--- config.mk ---
export PLATFORM = sky130hd
export DESIGN_NAME = acc_core
export DESIGN_NICKNAME = d
export VERILOG_FILES = /design/src/acc_pkg.sv /design/src/acc_core.sv
export SDC_FILE = /design/constraint.sdc
export NUM_CORES = 1
export LEC_CHECK = 0
export BUFFER_PORTS_ARGS = -buffer_cell sky130_fd_sc_hd__buf_2
export CORE_ASPECT_RATIO = 0.7
export CORE_UTILIZATION = 35
export DETAILED_ROUTE_END_ITERATION = 12
export SYNTH_ARGS = -nofsm -noshare
export SYNTH_HDL_FRONTEND = slang
export SYNTH_SLANG_ARGS = --single-unit
export TNS_END_PERCENT = 5
--- constraint.sdc ---
create_clock -name core_clk -period 5 [get_ports core_clk]
set_clock_uncertainty 0.1 [all_clocks]
set_input_delay 0.5 -clock core_clk [delete_from_list [all_inputs] [get_ports core_clk]]
set_output_delay 0.5 -clock core_clk [all_outputs]
set_load 0.01 [all_outputs]
--- src/acc_pkg.sv ---
// How it works
// - gain select is the three-bit field at configuration bits 11 to 9.
// - gain codes map to six ranges, 6.144 V down to 0.256 V.
// - every result is a 16-bit twos complement word.
// - positive full scale gives 7fff, negative full scale gives 8000.
// - inputs past full scale saturate at the extreme codes, never wrap.
// - one step above zero is 0001, zero is 0000, one below is ffff.
// - temperature mode yields a 14-bit temperature result.
// - temperature sits left aligned, lowest two result bits read zero.
// - one temperature step is 0.03125 degC, 25 degC codes as 0320.
// - negative temperatures are 14-bit twos complement, -25 degC is 3ce0.
// - reset loads every configuration bit with its default value.
// - after start-up the block sits powered down, not converting.
// - while powered down the logic answers but converts nothing.
// - mode bit selects continuous (zero) or single-shot (one).
// - continuous mode stores each result and starts the next at once; the code waits in done while the two-entry buffer is full.
// - decimation is a first-order sinc filter.
// - mode bit one means power-down and single-shot operation.
// - start bit powers up, self clears, converts once, powers down.
// - start bit written during a conversion is ignored.
// - result reads zero until the first conversion completes.
package acc_pkg;

  // ==========================================================
  // configuration word layout
  localparam int SS_BIT   = 15;
  localparam int GAIN_HI  = 11;
  localparam int GAIN_LO  = 9;
  localparam int MODE_BIT = 8;
  localparam int TS_BIT   = 4;

  localparam logic [15:0] CFG_RESET    = 16'h058b;
  localparam logic [15:0] RESULT_RESET = 16'h0000;
  localparam logic [15:0] POS_FS_CODE  = 16'h7fff;
  localparam logic [15:0] NEG_FS_CODE  = 16'h8000;

  // ==========================================================
  // sizes and counts
  localparam int RES_BITS     = 16;
  localparam int TEMP_BITS    = 14;
  localparam int OSR_LOG2_DEF = 16;
  localparam int BUF_DEPTH    = 2;

  // ==========================================================
  // types
  typedef enum logic [1:0] {
    ACC_PDOWN = 2'b00,
    ACC_CONV  = 2'b01,
    ACC_DONE  = 2'b10
  } acc_state_t;

  typedef enum logic [2:0] {
    ACC_FS_6V144 = 3'b000,
    ACC_FS_4V096 = 3'b001,
    ACC_FS_2V048 = 3'b010,
    ACC_FS_1V024 = 3'b011,
    ACC_FS_0V512 = 3'b100,
    ACC_FS_0V256 = 3'b101
  } acc_fs_t;

  typedef struct packed {
    logic [15:0] code;
    logic        isTemp;
  } acc_result_t;

endpackage : acc_pkg

--- src/acc_core.sv ---
`timescale 1ns/1ps
`default_nettype none
module acc_core #(
  parameter int OSR_LOG2 = acc_pkg::OSR_LOG2_DEF
) (
  // clock and reset
  input  wire logic          core_clk,
  input  wire logic          rst_b,
  // modulator link, both from outside this clock domain
  input  wire logic          modClk,
  input  wire logic          modBit,
  // configuration write port and readback
  input  wire logic          cfgWr,
  input  wire logic [15:0]   cfgWrData,
  output logic [15:0]        cfgRdData,
  // front end control
  output logic               powerUp,
  output logic [2:0]         gainSelectField,
  output acc_pkg::acc_fs_t   fsRange,
  output logic               tempMode,
  // latest result
  output acc_pkg::acc_result_t resultReg,
  // result stream to the serial side
  output logic               resValid,
  input  wire logic          resReady,
  output acc_pkg::acc_result_t resData
);
  import acc_pkg::*;

  // ==========================================================
  // derived constants
  localparam int SHR = (OSR_LOG2 >= RES_BITS) ? OSR_LOG2 - RES_BITS : 0;
  localparam int SHL = (OSR_LOG2 < RES_BITS) ? RES_BITS - OSR_LOG2 : 0;
  localparam logic [33:0] HALF = 34'(1) << (OSR_LOG2 - 1);
  localparam logic signed [33:0] MAX_POS = 34'sd32767;
  localparam logic signed [33:0] MAX_NEG = -34'sd32768;

  // ==========================================================
  // link synchronisers
  logic clkMeta;
  logic clkSync;
  logic clkLast;
  logic bitMeta;
  logic bitSync;
  logic sampleEdge;

  always_ff @(posedge core_clk or negedge rst_b) begin
    if (!rst_b) begin
      clkMeta <= 1'b0;
      clkSync <= 1'b0;
      clkLast <= 1'b0;
      bitMeta <= 1'b0;
      bitSync <= 1'b0;
    end else begin
      clkMeta <= modClk;
      clkSync <= clkMeta;
      clkLast <= clkSync;
      bitMeta <= modBit;
      bitSync <= bitMeta;
    end
  end

  // both paths carry equal delay, so the bit lines up with its edge
  assign sampleEdge = clkSync & ~clkLast;

  // ==========================================================
  // configuration word
  logic [15:0] cfgReg;
  logic        ssWrite;
  acc_state_t  state;

  always_ff @(posedge core_clk or negedge rst_b) begin
    if (!rst_b) begin
      cfgReg <= CFG_RESET;
    end else if (cfgWr) begin
      cfgReg <= cfgWrData;
      cfgReg[SS_BIT] <= 1'b0;
    end
  end

  assign ssWrite = cfgWr & cfgWrData[SS_BIT];
  assign cfgRdData = cfgReg;
  assign gainSelectField = cfgReg[GAIN_HI:GAIN_LO];
  assign tempMode = cfgReg[TS_BIT];
  assign powerUp = (state != ACC_PDOWN);

  // codes above five all select the narrowest range
  always_comb begin
    case (gainSelectField)
      3'b000:  fsRange = ACC_FS_6V144;
      3'b001:  fsRange = ACC_FS_4V096;
      3'b010:  fsRange = ACC_FS_2V048;
      3'b011:  fsRange = ACC_FS_1V024;
      3'b100:  fsRange = ACC_FS_0V512;
      default: fsRange = ACC_FS_0V256;
    endcase
  end

  // ==========================================================
  // sinc1 decimator: count ones over 2**OSR_LOG2 samples
  logic [OSR_LOG2-1:0] sampleCnt;
  logic [OSR_LOG2:0]   onesCnt;
  logic [OSR_LOG2:0]   onesTotal;
  logic                lastSample;

  assign lastSample = sampleEdge & (&sampleCnt) & (state == ACC_CONV);
  assign onesTotal = onesCnt + {{OSR_LOG2{1'b0}}, bitSync};

  always_ff @(posedge core_clk or negedge rst_b) begin
    if (!rst_b) begin
      sampleCnt <= '0;
      onesCnt   <= '0;
    end else if (state != ACC_CONV) begin
      sampleCnt <= '0;
      onesCnt   <= '0;
    end else if (sampleEdge) begin
      sampleCnt <= sampleCnt + 1'b1;
      onesCnt   <= lastSample ? '0 : onesTotal;
    end
  end

  // ==========================================================
  // scaling, clipping and temperature format
  logic signed [33:0] centred;
  logic signed [33:0] scaled;
  logic [15:0]        clipped;
  acc_result_t        next_conv;

  always_comb begin
    centred = $signed(34'(onesTotal) - HALF);
    scaled  = (centred >>> SHR) <<< SHL;
    if (scaled > MAX_POS) begin
      clipped = POS_FS_CODE;
    end else if (scaled < MAX_NEG) begin
      clipped = NEG_FS_CODE;
    end else begin
      clipped = scaled[15:0];
    end
    next_conv.isTemp = tempMode;
    if (tempMode) begin
      next_conv.code = {clipped[15:2], 2'b00};
    end else begin
      next_conv.code = clipped;
    end
  end

  // ==========================================================
  // conversion sequencing
  acc_result_t convResult;
  logic        bufInReady;
  logic        modeSingle;
  logic        doneAny;

  assign modeSingle = cfgReg[MODE_BIT];

  always_ff @(posedge core_clk or negedge rst_b) begin
    if (!rst_b) begin
      state <= ACC_PDOWN;
    end else begin
      case (state)
        ACC_PDOWN: begin
          if (ssWrite) begin
            state <= ACC_CONV;
          end else if (!modeSingle) begin
            state <= ACC_CONV;
          end
        end
        ACC_CONV: begin
          // a start request here is simply not looked at
          if (lastSample) begin
            state <= ACC_DONE;
          end
        end
        ACC_DONE: begin
          if (bufInReady && modeSingle) begin
            state <= ACC_PDOWN;
          end else if (bufInReady) begin
            state <= ACC_CONV;
          end
        end
        default: state <= ACC_PDOWN;
      endcase
    end
  end

  always_ff @(posedge core_clk or negedge rst_b) begin
    if (!rst_b) begin
      convResult <= '0;
    end else if (lastSample) begin
      convResult <= next_conv;
    end
  end

  // a stalled reader holds the block in done, so no word is lost
  always_ff @(posedge core_clk or negedge rst_b) begin
    if (!rst_b) begin
      resultReg <= '{code: RESULT_RESET, isTemp: 1'b0};
      doneAny   <= 1'b0;
    end else if (state == ACC_DONE && bufInReady) begin
      resultReg <= convResult;
      doneAny   <= 1'b1;
    end
  end

  // ==========================================================
  // two-entry result buffer
  acc_result_t bufMem [BUF_DEPTH];
  logic        wrPtr;
  logic        rdPtr;
  logic [1:0]  bufCnt;
  logic        bufPush;
  logic        bufPop;

  assign bufInReady = (bufCnt != 2'(BUF_DEPTH));
  assign bufPush = (state == ACC_DONE) & bufInReady;
  assign resValid = (bufCnt != 2'd0);
  assign bufPop = resValid & resReady;
  assign resData = bufMem[rdPtr];

  always_ff @(posedge core_clk or negedge rst_b) begin
    if (!rst_b) begin
      bufMem[0] <= '0;
      bufMem[1] <= '0;
    end else if (bufPush) begin
      bufMem[wrPtr] <= convResult;
    end
  end

  always_ff @(posedge core_clk or negedge rst_b) begin
    if (!rst_b) begin
      wrPtr  <= 1'b0;
      rdPtr  <= 1'b0;
      bufCnt <= 2'd0;
    end else begin
      if (bufPush) begin
        wrPtr <= ~wrPtr;
      end
      if (bufPop) begin
        rdPtr <= ~rdPtr;
      end
      bufCnt <= bufCnt + 2'(bufPush) - 2'(bufPop);
    end
  end

  // ==========================================================
  // checks
  logic firstCyc;

  always_ff @(posedge core_clk or negedge rst_b) begin
    if (!rst_b) begin
      firstCyc <= 1'b1;
    end else begin
      firstCyc <= 1'b0;
    end
  end
endmodule : acc_core
`default_nettype wire

==> results.toml <==
[logic_synthesis]
async_flop_share_pct = 100
ys_seq_area_share_pct = 55.7
synth-seq-cells = 127
synth_area_um2 = 5720
synth_edf_count = 0
synth_nets = 548
synthFlopType = "dfrtp_1"
yosys_warnings = 0
synth_cells = 519
synth_area_per_cell_um2 = 11.0
synth_cell_types = 47

[route]
post_drt_wl_per_cell_um = 15.3
vias = 3991
avgViaCountPerCell = 4.83
drt_iter0_drc = 216
dr.pass1.iters = 5
wl_mm = 12.7
drc = 0
ant_nets = 0

[critical_path]
cp_max_fo = 7
crit_top_cell = "ha_1"
critPathSlowestCell = "or4b_1"
startpoint = "onesCnt[0]"
endpoint_kind = "flip-flop"
reg2reg_from = "onesCnt[0]"
r2r_slack_ps = 1380
worstPathArrival_ps = 3790
max_stage_delay_ps = 500
crit_path_start_kind = "flip-flop"
cp.required_ps = 5170
critical_path_class = "reg -> reg"
crit_end = "convResult[3]"
timing.rr.end = "convResult[3]"
reg2reg_depth = 13
cp_cell_sequence = "ha_1 -> and4_1 -> and2_1 -> nand2_1 -> nor2_1 -> xnor2_1 -> inv_1 -> ha_1 -> or4b_1 -> or3_1 -> nor4_2 -> a31o_2 -> o211ai_1"

[global_route]
antenna_found_initial = 0
overflow = 0
grt_pass1_vias = 4028
grt_use_total_pct = 16.6
grt_pass1_wl_mm = 21.3
grt_max_degree = 45

[cells_and_area]
instances_no_fill = 827
final_nets = 623
final_common_cell = "dfrtp_1"
area_growth_syn_to_layout_pct = 19.9
antenna_cells = 0
stdcell_area_um2 = 6860
drive_above_1_share_pct = 32.5
final_util_pct = 43.6
layout_common_cells = "dfrtp_1, nand2_1, buf_2"
fill_cells = 1497

[timing]
slew_headroom_pct = 21.4
hold_slack_ps = 103
worst_slack_ps = 1380
finalCritPeriodShare_pct = 72.4
final.setup.tns_ps = 0
setup_viol = 0
fmax_mhz = 276
slew_violations = 0
hold_viol = 0
min_period_ps = 3620
rsz0062_at_grt = "no"
worst_pin_slew_ps = 1170

[placed_design]
port_buffers = 79
placed_cells = 794
place_area_um2 = 6280
gp_congestion = 0.923
place_ws_ps = 1410
dp_hpwl_mm = 8.99

[clocking]
post_cts_buffers = 0
ctsResizeCount = 0
clk-insertion-delay-late_ps = 410
clock_path_buffers = 2
hold_buffers = 1
cts_buffers = 17
path_clk_slew_ps = 50
clock_tree.root_cell = "clkbuf_16"
cts_tree = "built"
cts_max_level = 4
cts_num_sinks = 127

[floorplan]
core_um2 = 15700
initial_core_util_pct = 36.3
fp.dieH_um = 109
die_area_um2 = 16900
dieWidth_um = 155
boundaryPins = 81
fp-row-count = 38

[power]
power.total_mw = 2.61
leakagePower_nw = 3.34
p_per_area_nw_per_um2 = 381
ir_drop_mv = 0.186

[min_path]
hold_class = "in -> reg"

[outcome]
run_status = "completed"

[job]
max-cap-violations = 0
[flip-flops by register name, indices dropped and copies added (netlist names), 2 cells and up]
register	flops
cfgRdData	15
resultReg	17
state	2
sampleCnt	16
onesCnt	17
bufMem	34
convResult	17
bufCnt	2
[worst min-delay path by stage]
stage	start	end	slack [ps]	cells past startpoint
final	modBit	bitMeta	100	1
after global routing	modBit	bitMeta	90	1
after CTS	modClk	clkMeta	90	1
after detailed placement	bitMeta	bitSync	240	0
after global placement	clkMeta	clkSync	240	0
after floorplan	rst_b	bitMeta	100	0
[where the power goes]
group | internal, mW | switching [mW] | total [mW] | leakage (nW)
Combinational | 0.116 | 0.130 | 0.246 | 1.36
Sequential | 1.09 | 0.0912 | 1.18 | 1.70
Clock | 0.732 | 0.450 | 1.18 | 0.278
Total | 1.94 | 0.671 | 2.61 | 3.34
[logic make-up after synthesis]
family | count (synthesis) | synth area share [%]
adders and majority gates | 7 | 1.53
AOI/OAI and AO/OA | 58 | 6.02
DFF | 127 | 55.7
buffers and inverters | 32 | 2.80
and+or+nand+nor | 196 | 16.0
xor gates and xnor gates | 32 | 4.90
other | 1 | 0.0656
muxes | 66 | 13.0
[final cells by class]
cell class                 count  area, um^2  share of cell area [%]
sequential                   127        3190                    46.5
multi-input combinational    360        2370                    34.6
clock buffer                  22         484                    7.06
timing repair buffer          84         438                    6.39
tap                          220         275                    4.01
clock inverter                10        86.3                    1.26
inverter                       4        15.0                   0.219
[metal layers]
layer / GRT usage (%) / share of wire (%) / up-vias / routed length, um
met5: 0 / 0 / - / 0
met4: 6.58 / 0.69 / 0 / 87
met3: 3.30 / 4.1 / 7 / 515
met2: 23.7 / 42 / 72 / 5350
met1: 24.5 / 53 / 1978 / 6730
li1: - / - / 1934 / -
[worst max-delay path, delay by kind of cell, from the launching register on]
family	cells	cell delay [ps]
flip-flops	1	340
XOR/XNOR	1	220
AND/OR/NAND/NOR	7	1910
adder cells (fa/ha/maj)	2	460
AO/OA/AOI/OAI	2	370
buffers and inverters	1	80
[cells in the mapped netlist, types with 2 or more instances]
| master | number | area share [%] |
|---|---|---|
| clkbuf_1 | 10 | 0.66 |
| nand2_1 | 97 | 6.4 |
| mux2_2 | 66 | 13 |
| xnor2_1 | 16 | 2.5 |
| and2_1 | 2 | 0.22 |
| or3_1 | 6 | 0.66 |
| and3b_1 | 2 | 0.31 |
| buf_2 | 8 | 0.70 |
| or2_2 | 3 | 0.33 |
| a31oi_1 | 12 | 1.3 |
| a22o_1 | 3 | 0.46 |
| ha_1 | 7 | 1.5 |
| a21oi_1 | 12 | 1.1 |
| nand3_1 | 12 | 1.1 |
| and4_1 | 4 | 0.61 |
| inv_1 | 3 | 0.20 |
| buf_4 | 6 | 0.79 |
| dfrtp_1 | 121 | 53 |
| xor2_1 | 16 | 2.5 |
| nand2b_1 | 3 | 0.33 |
| nor3_1 | 7 | 0.61 |
| buf_1 | 3 | 0.20 |
| nor2_1 | 33 | 2.2 |
| o21ai_0 | 20 | 1.8 |
| nor2b_1 | 5 | 0.55 |
| o211ai_1 | 6 | 0.79 |
| and3_1 | 6 | 0.66 |
| nand4_1 | 6 | 0.66 |
| dfstp_2 | 6 | 2.8 |
Power figures use the tool's default switching activity.
